## config.mk

```make
export PLATFORM = sky130hd
export DESIGN_NAME = ciu_top
export DESIGN_NICKNAME = d
export VERILOG_FILES = /design/src/hdl/ciu_pkg.sv /design/src/hdl/ciu_prio_enc.sv /design/src/hdl/ciu_top.sv
export SDC_FILE = /design/constraint.sdc
export NUM_CORES = 1
export LEC_CHECK = 0
export BUFFER_PORTS_ARGS = -buffer_cell sky130_fd_sc_hd__buf_2
export CORE_ASPECT_RATIO = 0.9
export CORE_MARGIN = 5
export CORE_UTILIZATION = 40
export CTS_CLUSTER_SIZE = 12
export DETAILED_ROUTE_END_ITERATION = 8
export RECOVER_POWER = 100
export SLEW_MARGIN = 20
export SYNTH_ARGS = -nofsm -noshare
export SYNTH_HDL_FRONTEND = slang
export SYNTH_SLANG_ARGS = --single-unit
```

## constraint.sdc

```tcl
create_clock -name CLOCK_I -period 5 [get_ports CLOCK_I]
set_input_delay 0.75 -clock CLOCK_I [delete_from_list [all_inputs] [get_ports CLOCK_I]]
set_output_delay 0.75 -clock CLOCK_I [all_outputs]
set_load 0.02 [all_outputs]
```

## src/hdl/ciu_pkg.sv

```systemverilog
// Package: constants, register map and request carrier of the central interrupt unit
package ciu_pkg;

    // Channel count and index width
    localparam int CIU_CHANNELS = 32;
    localparam int CIU_IDX_W = 5;

    // Register bus widths
    localparam int CIU_ADDR_W = 8;
    localparam int CIU_DATA_W = 32;

    // Register byte offsets
    localparam logic [7:0] CIU_OFS_PENDING = 8'h00;    // Pending, write one to clear
    localparam logic [7:0] CIU_OFS_ENABLE = 8'h04;     // Per channel enable mask
    localparam logic [7:0] CIU_OFS_FAST_SEL = 8'h08;   // One routes channel to fast output
    localparam logic [7:0] CIU_OFS_FAST_IDX = 8'h0C;   // Fast vector index, read only
    localparam logic [7:0] CIU_OFS_NORM_IDX = 8'h10;   // Normal vector index, read only
    localparam logic [7:0] CIU_OFS_SW_REQ = 8'h14;     // Software request control
    localparam logic [7:0] CIU_OFS_EVT_STATUS = 8'h18; // Sticky events, cleared by read
    localparam logic [7:0] CIU_OFS_EVT_MASK = 8'h1C;   // Event interrupt mask

    // Field positions
    localparam int CIU_IDX_VALID_BIT = 8;   // Index register: a channel is pending
    localparam int CIU_SW_REQ_BIT = 0;      // Software request control bit
    localparam int CIU_EVT_OVERRUN_BIT = 0; // Request edge on an already pending channel
    localparam int CIU_EVT_CAPTURE_BIT = 1; // Any request captured
    localparam int CIU_EVT_W = 2;
    localparam int CIU_SW_CHANNEL = 31;     // Channel raised by software control

    // Values after reset
    localparam logic [31:0] CIU_RST_PENDING = 32'h00000000;
    localparam logic [31:0] CIU_RST_ENABLE = 32'h00000000;
    localparam logic [31:0] CIU_RST_FAST_SEL = 32'h00000000;
    localparam logic [1:0] CIU_RST_EVT = 2'h0;
    localparam logic [31:0] CIU_RST_RDATA = 32'h00000000;

    // Request sources, channel 31 at the top down to channel 0
    typedef struct packed {
        logic software_system_request;        // 31, highest
        logic fault_pin_request;              // 30
        logic pwm_module_zero_request;        // 29
        logic pwm_module_one_request;         // 28
        logic pwm_module_two_request;         // 27
        logic pwm_module_three_request;       // 26
        logic fault_mux_request;              // 25
        logic conversion_done_request;        // 24
        logic power_current_mode_request;     // 23
        logic wide_timer_compare_zero_request; // 22
        logic wide_timer_capture_zero_request; // 21
        logic wide_timer_compare_one_request; // 20
        logic dead_time_fault_request;        // 19
        logic wide_timer_overflow_request;    // 18
        logic timer_pwm_zero_request;         // 17
        logic timer_pwm_one_request;          // 16
        logic timer_pwm_two_request;          // 15
        logic timer_pwm_three_request;        // 14
        logic front_end_two_request;          // 13
        logic front_end_one_request;          // 12
        logic front_end_zero_request;         // 11
        logic digital_comparator_request;     // 10
        logic pmbus_request;                  // 9
        logic serial1_transmit_request;       // 8
        logic serial1_receive_request;        // 7
        logic serial0_transmit_request;       // 6
        logic serial0_receive_request;        // 5
        logic serial_error_request;           // 4
        logic watchdog_half_request;          // 3
        logic watchdog_expiry_request;        // 2
        logic external_pin_request;           // 1
        logic brownout_request;               // 0, lowest
    } ciu_sources_t;

    // Register bus request
    typedef struct packed {
        logic [7:0] addr;
        logic [31:0] wdata;
        logic wr;
        logic rd;
    } ciu_bus_req_t;

endpackage : ciu_pkg

```

## src/hdl/ciu_prio_enc.sv

```systemverilog
// Fixed precedence encoder: highest set bit wins
`timescale 1ns/1ps
module ciu_prio_enc #(
    parameter int N = 32,
    parameter int W = 5
) (
    input wire logic [N-1:0] vec_i,
    output logic [W-1:0] idx_o,
    output logic any_o
);

    // Ascending scan, so a higher channel overrides every lower one
    always_comb begin
        idx_o = '0;
        any_o = 1'b0;
        for (int i = 0; i < N; i++) begin
            if (vec_i[i]) begin
                idx_o = W'(i);
                any_o = 1'b1;
            end
        end
    end

endmodule : ciu_prio_enc

```

## src/hdl/ciu_top.sv

```systemverilog
// Central interrupt unit: capture, mask, routing, precedence and vector index
//
// Contract
// - Thirty-two request inputs, one fixed source each
// - Drive fast and normal outputs; both may stand, the core takes fast first
// - Per level, index of highest pending channel readable
// - Higher channel number always wins within a level; zero lowest
// - Disabled channel asserts neither level, never wins index
// - Captured request pending until firmware clears it
// - Channels 0-3: brownout, pin, watchdog, watchdog half
// - Channel 4: combined serial port error request
// - Channels 5-8: serial receive/transmit, ports zero, one
// - Channel 9 PMBus, channel 10 digital comparator
// - Channels 11-13: front ends zero to two
// - Channels 14-17: timers three down to zero
// - Channels 18-20: overflow, dead-time fault, compare one
// - Channels 21-25: capture, compare, mode, conversion, fault
// - 26-29 modulators three-zero; 30 fault pin; 31 software
`timescale 1ns/1ps
module ciu_top (
    input wire logic CLOCK_I,
    input wire logic NRST_I,
    input ciu_pkg::ciu_sources_t SOURCES_I,
    input wire logic [7:0] ADDR_I,
    input wire logic [31:0] WDATA_I,
    input wire logic WR_I,
    input wire logic RD_I,
    output logic [31:0] RDATA_O,
    output logic FAST_IRQ_OUTPUT_O,
    output logic NORMAL_IRQ_O,
    output logic EVT_IRQ_O
);

    // Flat request vector, bit n is channel n
    logic [31:0] req_vec;
    // Previous request levels for edge capture
    logic [31:0] req_prev_r;
    logic [31:0] req_prev_nxt;
    // Rising edges this cycle
    logic [31:0] edge_set;
    // Write-one-to-clear mask this cycle
    logic [31:0] clr_mask;
    // Pending, enable and routing state
    logic [31:0] pending_r;
    logic [31:0] pending_nxt;
    logic [31:0] enable_r;
    logic [31:0] enable_nxt;
    logic [31:0] fast_sel_r;
    logic [31:0] fast_sel_nxt;
    logic sw_req_r;
    logic sw_req_nxt;
    // Event status and mask
    logic [1:0] evt_status_r;
    logic [1:0] evt_status_nxt;
    logic [1:0] evt_mask_r;
    logic [1:0] evt_mask_nxt;
    logic [1:0] evt_set;
    // Per level candidate vectors
    logic [31:0] fast_vec;
    logic [31:0] norm_vec;
    // Encoder results
    logic [4:0] fast_idx;
    logic fast_any;
    logic [4:0] norm_idx;
    logic norm_any;
    // Registered index and outputs
    logic [4:0] fast_idx_r;
    logic [4:0] fast_idx_nxt;
    logic fast_valid_r;
    logic fast_valid_nxt;
    logic [4:0] norm_idx_r;
    logic [4:0] norm_idx_nxt;
    logic norm_valid_r;
    logic norm_valid_nxt;
    logic fast_irq_r;
    logic fast_irq_nxt;
    logic norm_irq_r;
    logic norm_irq_nxt;
    logic evt_irq_r;
    logic evt_irq_nxt;
    logic [31:0] rdata_r;
    logic [31:0] rdata_nxt;
    // Decoded strobes
    logic rd_evt;

    // Source map, the struct already places each source on its channel
    always_comb begin
        req_vec = SOURCES_I;
        // Software control shares the top channel with the core source
        req_vec[ciu_pkg::CIU_SW_CHANNEL] = SOURCES_I.software_system_request | sw_req_r;
    end

    // Capture and clear; a set in the clearing cycle wins
    always_comb begin
        req_prev_nxt = req_vec;
        edge_set = req_vec & ~req_prev_r;
        clr_mask = '0;
        if (WR_I && ADDR_I == ciu_pkg::CIU_OFS_PENDING) begin
            clr_mask = WDATA_I;
        end
        pending_nxt = (pending_r & ~clr_mask) | edge_set;
    end

    // Capture registers
    always_ff @(posedge CLOCK_I or negedge NRST_I) begin
        if (!NRST_I) begin
            req_prev_r <= ciu_pkg::CIU_RST_PENDING;
            pending_r <= ciu_pkg::CIU_RST_PENDING;
        end else begin
            req_prev_r <= req_prev_nxt;
            pending_r <= pending_nxt;
        end
    end

    // Software writable control
    always_comb begin
        enable_nxt = enable_r;
        fast_sel_nxt = fast_sel_r;
        sw_req_nxt = sw_req_r;
        evt_mask_nxt = evt_mask_r;
        if (WR_I) begin
            unique case (ADDR_I)
                ciu_pkg::CIU_OFS_ENABLE: begin
                    enable_nxt = WDATA_I;
                end
                ciu_pkg::CIU_OFS_FAST_SEL: begin
                    fast_sel_nxt = WDATA_I;
                end
                ciu_pkg::CIU_OFS_SW_REQ: begin
                    sw_req_nxt = WDATA_I[ciu_pkg::CIU_SW_REQ_BIT];
                end
                ciu_pkg::CIU_OFS_EVT_MASK: begin
                    evt_mask_nxt = WDATA_I[1:0];
                end
                default: begin
                    // Other offsets hold no writable control
                end
            endcase
        end
    end

    // Control registers
    always_ff @(posedge CLOCK_I or negedge NRST_I) begin
        if (!NRST_I) begin
            enable_r <= ciu_pkg::CIU_RST_ENABLE;
            fast_sel_r <= ciu_pkg::CIU_RST_FAST_SEL;
            sw_req_r <= 1'b0;
            evt_mask_r <= ciu_pkg::CIU_RST_EVT;
        end else begin
            enable_r <= enable_nxt;
            fast_sel_r <= fast_sel_nxt;
            sw_req_r <= sw_req_nxt;
            evt_mask_r <= evt_mask_nxt;
        end
    end

    // Masking and routing ahead of the encoders
    always_comb begin
        fast_vec = pending_r & enable_r & fast_sel_r;
        norm_vec = pending_r & enable_r & ~fast_sel_r;
    end

    // One encoder per level
    ciu_prio_enc #(
        .N(ciu_pkg::CIU_CHANNELS),
        .W(ciu_pkg::CIU_IDX_W)
    ) u_fast_enc (
        .vec_i(fast_vec),
        .idx_o(fast_idx),
        .any_o(fast_any)
    );

    ciu_prio_enc #(
        .N(ciu_pkg::CIU_CHANNELS),
        .W(ciu_pkg::CIU_IDX_W)
    ) u_norm_enc (
        .vec_i(norm_vec),
        .idx_o(norm_idx),
        .any_o(norm_any)
    );

    // Sticky events; a new event in the reading cycle survives the clear
    always_comb begin
        rd_evt = RD_I && (ADDR_I == ciu_pkg::CIU_OFS_EVT_STATUS);
        evt_set = '0;
        evt_set[ciu_pkg::CIU_EVT_OVERRUN_BIT] = |(edge_set & pending_r & ~clr_mask);
        evt_set[ciu_pkg::CIU_EVT_CAPTURE_BIT] = |edge_set;
        evt_status_nxt = (rd_evt ? ciu_pkg::CIU_RST_EVT : evt_status_r) | evt_set;
    end

    // Vector index and output next values
    always_comb begin
        fast_idx_nxt = fast_idx;
        fast_valid_nxt = fast_any;
        norm_idx_nxt = norm_idx;
        norm_valid_nxt = norm_any;
        // Both levels may stand; the core itself takes fast first
        fast_irq_nxt = fast_any;
        norm_irq_nxt = norm_any;
        evt_irq_nxt = |(evt_status_r & evt_mask_r);
    end

    // Index, status and output registers
    always_ff @(posedge CLOCK_I or negedge NRST_I) begin
        if (!NRST_I) begin
            fast_idx_r <= '0;
            fast_valid_r <= 1'b0;
            norm_idx_r <= '0;
            norm_valid_r <= 1'b0;
            fast_irq_r <= 1'b0;
            norm_irq_r <= 1'b0;
            evt_irq_r <= 1'b0;
            evt_status_r <= ciu_pkg::CIU_RST_EVT;
        end else begin
            fast_idx_r <= fast_idx_nxt;
            fast_valid_r <= fast_valid_nxt;
            norm_idx_r <= norm_idx_nxt;
            norm_valid_r <= norm_valid_nxt;
            fast_irq_r <= fast_irq_nxt;
            norm_irq_r <= norm_irq_nxt;
            evt_irq_r <= evt_irq_nxt;
            evt_status_r <= evt_status_nxt;
        end
    end

    // Read mux; unmapped offsets read zero
    always_comb begin
        rdata_nxt = '0;
        if (RD_I) begin
            unique case (ADDR_I)
                ciu_pkg::CIU_OFS_PENDING: rdata_nxt = pending_r;
                ciu_pkg::CIU_OFS_ENABLE: rdata_nxt = enable_r;
                ciu_pkg::CIU_OFS_FAST_SEL: rdata_nxt = fast_sel_r;
                ciu_pkg::CIU_OFS_FAST_IDX: begin
                    rdata_nxt[4:0] = fast_idx_r;
                    rdata_nxt[ciu_pkg::CIU_IDX_VALID_BIT] = fast_valid_r;
                end
                ciu_pkg::CIU_OFS_NORM_IDX: begin
                    rdata_nxt[4:0] = norm_idx_r;
                    rdata_nxt[ciu_pkg::CIU_IDX_VALID_BIT] = norm_valid_r;
                end
                ciu_pkg::CIU_OFS_SW_REQ: rdata_nxt[ciu_pkg::CIU_SW_REQ_BIT] = sw_req_r;
                ciu_pkg::CIU_OFS_EVT_STATUS: rdata_nxt[1:0] = evt_status_r;
                ciu_pkg::CIU_OFS_EVT_MASK: rdata_nxt[1:0] = evt_mask_r;
                default: rdata_nxt = '0;
            endcase
        end
    end

    // Read data stands only in the cycle after the strobe
    always_ff @(posedge CLOCK_I or negedge NRST_I) begin
        if (!NRST_I) begin
            rdata_r <= ciu_pkg::CIU_RST_RDATA;
        end else begin
            rdata_r <= rdata_nxt;
        end
    end

    // Outputs straight from flops
    assign RDATA_O = rdata_r;
    assign FAST_IRQ_OUTPUT_O = fast_irq_r;
    assign NORMAL_IRQ_O = norm_irq_r;
    assign EVT_IRQ_O = evt_irq_r;
endmodule : ciu_top

```

# Word level (Yosys, flattened, before mapping)
# Cells that the tools add are included.
# Widths: inputs -> output; s select.
[classes] n_eq_ne=7 muxes=135 bitwise=14 reduce_logical=10
[op_table] op="$and 32x32->32" n=7
[op_table] op="$mux 5" n=32
[op_table] op="$not 32->32" n=3
[op_table] op="$pmux 23 s3" n=1
[op_table] op="$mux 1" n=66
[op_table] op="$mux 32" n=2
[op_table] op="$mux 4" n=16
[op_table] op="$reduce_or 32->1" n=2
[op_table] op="$eq 8x5->1 const B" n=4
[op_table] op="$or 32x32->32" n=1
[op_table] op="$mux 3" n=8
[op_table] op="$eq 8x4->1 const B" n=2
[op_table] op="$pmux 3 s5" n=1
[op_table] op="$mux 2" n=5
[op_table] op="$pmux 3 s3" n=1
[op_table] op="$eq 8x3->1 const B" n=1
[op_table] op="$logic_not 8->1" n=1
[op_table] op="$pmux 1 s8" n=1
[op_table] op="$reduce_and 2->1" n=4
[op_table] op="$pmux 1 s7" n=1
[op_table] op="$pmux 1 s5" n=1
[op_table] op="$and 2x2->2" n=1
[op_table] op="$logic_and 1x1->1" n=2
[op_table] op="$or 2x2->2" n=1
[op_table] op="other kinds (2)" n=2
[word_totals] register_bits=178 output_inout_bits=35

# Longest topological paths before layout
[depth] depth_word=34 depth_mapped=9 depth_no_buf=6

# Hierarchy
# Synthesis repeated with hierarchy kept, for this count alone.
[hier_totals] hier_cells=840 area_unflattened_um2=8471.9
[by_module_without_submodules] module="ciu_top" instances=1 area_each_um2=7756.2 cells_each=716
[by_module_without_submodules] module="ciu_prio_enc" instances=2 area_each_um2=357.8 cells_each=62

# Worst setup path before layout
# OpenSTA, ideal clock, no wires.
[synth_path] kind="input to register" startpoint="in ADDR_I[2]" endpoint="reg evt_status_r[0]" setup_time_ns=0.130 t_arrival_ns=2.185 t_required_ns=4.870 cell_stages=8 path_slack_ns=2.685 cell_sequence="buf_6 -> nor4_4 -> buf_4 -> a41oi_2 -> a2111oi_2 -> nand4b_1 -> and4b_1 -> nand4_1"
[synth_between] elab_chain_cells=7 word_cells_on_any_way=10
[synth_lines] item="from (decl)" line="ciu_top.sv:24" rtl="input wire logic [7:0] ADDR_I,"
[synth_lines] item="$logic_not 8->1" line="ciu_top.sv:98" rtl="if (WR_I && ADDR_I == ciu_pkg::CIU_OFS_PENDING) begin"
[synth_lines] item="$logic_and 1x1->1" line="ciu_top.sv:98"
[synth_lines] item="$mux 32" line="ciu_top.sv:98"
[synth_lines] item="$not 32->32" line="ciu_top.sv:186" rtl="evt_set[ciu_pkg::CIU_EVT_OVERRUN_BIT] = |(edge_set & pending_r & ~clr_mask);"
[synth_lines] item="$and 32x32->32" line="ciu_top.sv:186"
[synth_lines] item="$reduce_or 32->1" line="ciu_top.sv:186"
[synth_lines] item="$or 2x2->2 *" line="ciu_top.sv:188" rtl="evt_status_nxt = (rd_evt ? ciu_pkg::CIU_RST_EVT : evt_status_r) | evt_set;"
[synth_lines] item="named net evt_status_nxt[0]" line="ciu_top.sv:54" rtl="logic [1:0] evt_status_nxt;"
[synth_lines] item="to (signal assigned)" line="ciu_top.sv:213" rtl="evt_status_r <= ciu_pkg::CIU_RST_EVT;"
[synth_lines] item="to (signal assigned)" line="ciu_top.sv:222" rtl="evt_status_r <= evt_status_nxt;"
[synth_lines] item="to (decl)" line="ciu_top.sv:53" rtl="logic [1:0] evt_status_r;"
# The timed path passes the listed nets; every way through them passes the cells marked *.
# A chain may end at the register's enable or synchronous reset.

# Worst setup path in the final report
[layout_path] startpoint="in ADDR_I[5]" endpoint="reg rdata_r[20], in the netlist RDATA_O[20]"
[layout_between] elab_chain_cells=3 word_cells_on_any_way=5
[layout_lines] item="$eq 8x4->1, or another cell as far along" line="ciu_top.sv:230" rtl="unique case (ADDR_I)"
[layout_lines] item="$pmux 23 s3 *" line="ciu_top.sv:230"
[layout_lines] item="$mux 32 *" line="ciu_top.sv:229" rtl="if (RD_I) begin"
[layout_lines] item="named net rdata_nxt[20]" line="ciu_top.sv:82" rtl="logic [31:0] rdata_nxt;"
[layout_lines] item="to (signal assigned)" line="ciu_top.sv:253" rtl="rdata_r <= ciu_pkg::CIU_RST_RDATA;"
[layout_lines] item="to (signal assigned)" line="ciu_top.sv:255" rtl="rdata_r <= rdata_nxt;"
[layout_lines] item="to (decl)" line="ciu_top.sv:81" rtl="logic [31:0] rdata_r;"
# Marked as above.

==> results.cfg <==
[global_routing]
grt_first_pass_wirelength_um = 38870
gr-usage-all-layers_pct = 21.44
grt_overflow = 0
gr-usage-met1_pct = 31.26
grt-busiest-layer = met2
grtUsageMet2_pct = 31.58
grt_max_degree = 96
met3_usage_pct = 5.324
antenna_found_initial = 0
grt_pass1_vias = 6609

[placement]
hpwlAfterDp_um = 18110
gp_congestion = 0.9351
numPortBuffers = 110
place_area_mm2 = 0.009036

[clocking]
cts-root-buf = clkbuf_16
cts_buffers = 17
clk_pin_slew_worst_paths_ns = 0.07
clk_path_buf_depth = 2
cts_tree = done
cts_resized = 0
htree_levels = 4
cts_setup_buffers = 0
clkSinkCount = 178
clk_latency_ns = 0.43
cts_hold_buf = 0

[setup_path]
cpMaxStageDelayCell = clkbuf_1
crit_arrival_ns = 3.90
crit_path_end_kind = flip-flop
cp-start-kind = input pin
crit_path_cell_trace = clkbuf_1, nor4_4, nand2_1, nor3b_1, clkbuf_1, a222oi_1, nor2_1
worst-setup-path-type = input pin to flip-flop
crit_family = simple AND/OR/NAND/NOR gates
crit_buf_inv = 2
path_common_cell = clkbuf_1
path_max_fanout = 31
rrSetupSlack_ns = 2.89
worstPathRequired_ns = 5.32
cp_slowest_stage_delay_ns = 1.19

[yosys]
syn_nets = 814
yosysSeqAreaShare_pct = 54.24
syn_inst = 738
synth_top_area_cell = dfrtp_1
synth_cell_type_count = 58
yosysWarnings = 0
synth_top_area_share_pct = 54.24
yosys_register_bits = 178
async_reset_ff_share_pct = 100.0
syn_area_per_cell_um2 = 11.13
synthTopCellsByArea = dfrtp_1, mux2_2, a222oi_1
synth_edf_count = 0
synthesis.area_mm2 = 0.008212
synth_ff_type = dfrtp_1

[cells_and_area]
syn_to_final_growth_pct = 15.80
nFillCells = 1924
final_common_cell = dfrtp_1
postLayoutCoreUtil_pct = 47.29
fin_nets = 925
final_area_mm2 = 0.009509
final_cell_mix = dfrtp_1, nand2_1, mux2_2
drive_above_1_share_pct = 19.67
antenna_cells = 0

[pwr]
power.density_mw_per_mm2 = 336.2
p_leak_nw = 4.167
p_total_mw = 3.197
power_frac_clock_pct = 42.4
p_comb_share_pct = 9.0
p_seq_share_pct = 48.6
swShare_pct = 24.80
internal-power_mw = 2.404
p_sw_mw = 0.7929
vdd_ir_drop_max_mv = 0.1748

[sta]
timing.fmax_mhz = 279.4
setup_tns_ns = 0
grt_setup_unrepaired = no
slew-limit-headroom_pct = -42.51
whs_ns = 0.4251
drv_slew = 139
period_share_pct = 71.59
hold_viol = 0
worst_pin_slew_ns = 2.138
min_period_ns = 3.579
finalClockSkew_ns = 0.009104
finalSetupViolations = 0

[detailed_routing]
vias = 6605
vias_per_cell = 5.929
ant_nets = 0
drc = 0
routed_wl_um = 24800
wl_per_cell_um = 22.26
first_pass_iters = 9
drtIter0Drc = 879

[floorplan]
num_rows = 49
coreArea_mm2 = 0.02011
die_y_um = 145.9
dieArea_mm2 = 0.02350
ios = 111
start_util_pct = 40.83
die_w_um = 161.0

[outcome]
status = finished, violations left
violations = capacitance limit, slew limit

[flow_run]
cap_violations = 3

[min_path]
worstHoldPathType = input pin to flip-flop
==> registers in the layout (all words and copies together), names as in the netlist, 5 cells and up <==
signal      cells
enable_r       32
norm_idx_r      5
pending_r      32
fast_idx_r      5
RDATA_O        32
req_prev_r     32
fast_sel_r     32
==> layer usage <==
metal | part of all wire (%) | vias up
met1 | 48 | 3301
met3 | 6.4 | 36
li1 | - | 3010
met2 | 44 | 258
met4 | 2.1 | 0
met5 | 0 | -
==> power groups by stage <==
stage	clock [mW]	sequential, mW	combinational (mW)
detailed placement	0	1.58	0.289
finish	1.36	1.55	0.287
CTS	1.38	1.55	0.291
global placement	0	1.57	0.289
global route	1.45	1.56	0.316
floorplan	0	1.57	0.141
==> Yosys cell counts (12+ instances only) <==
cell / count
clkbuf_1: 12
a31oi_1: 13
nor2_1: 42
mux2_2: 66
nand3_1: 48
a21o_1: 23
dfrtp_1: 178
a21oi_1: 19
nand2_1: 77
a222oi_1: 32
nor2b_1: 29
o21ai_0: 21
nand3b_1: 18
==> final timing paths <==
path / depth (start not counted) / end / startpoint
worst max-delay path: 7 / RDATA_O[20]$_DFF_PN0_ / ADDR_I[5]
worst min-delay path: 1 / req_prev_r[8]$_DFF_PN0_ / SOURCES_I[8]
worst max register to register: 5 / evt_status_r[1]$_DFF_PN0_ / req_prev_r[21]$_DFF_PN0_
worst min register to register: 1 / EVT_IRQ_O$_DFF_PN0_ / evt_mask_r[1]$_DFFE_PN0P_
max in group asynchronous: 2 / pending_r[18]$_DFF_PN0_ / NRST_I
min in group asynchronous: 1 / enable_r[4]$_DFFE_PN0P_ / NRST_I
==> kinds of logic after synthesis <==
logic type             count (synthesis)  synth area share (%)
AOI/OAI and AO/OA                    162                 15.08
muxes                                 68                 9.325
DFF                                  178                 54.24
buffers and inverters                 38                 2.179
and+or+nand+nor                      292                 19.17
==> through the flow <==
stage,cells,setup slack (ns)
2_1_floorplan,738,2.685
3_3_place_gp,1085,1.605
3_5_place_dp,1085,1.540
4_1_cts,1114,2.008
5_1_grt,1114,1.234
6_report,1114,1.421
==> area by class of cell <==
cell class              count  area [um^2]  share of cell area, %
clock buffers              20        446.7                  4.697
clock inverters             9        133.9                  1.408
inverters                  11        41.29                 0.4342
multi-input cells         522         3566                  37.50
flip-flops and latches    178         4454                  46.84
well taps                 255        319.1                  3.355
repair buffers            119        548.0                  5.763
(Power assumes the default switching activity.)
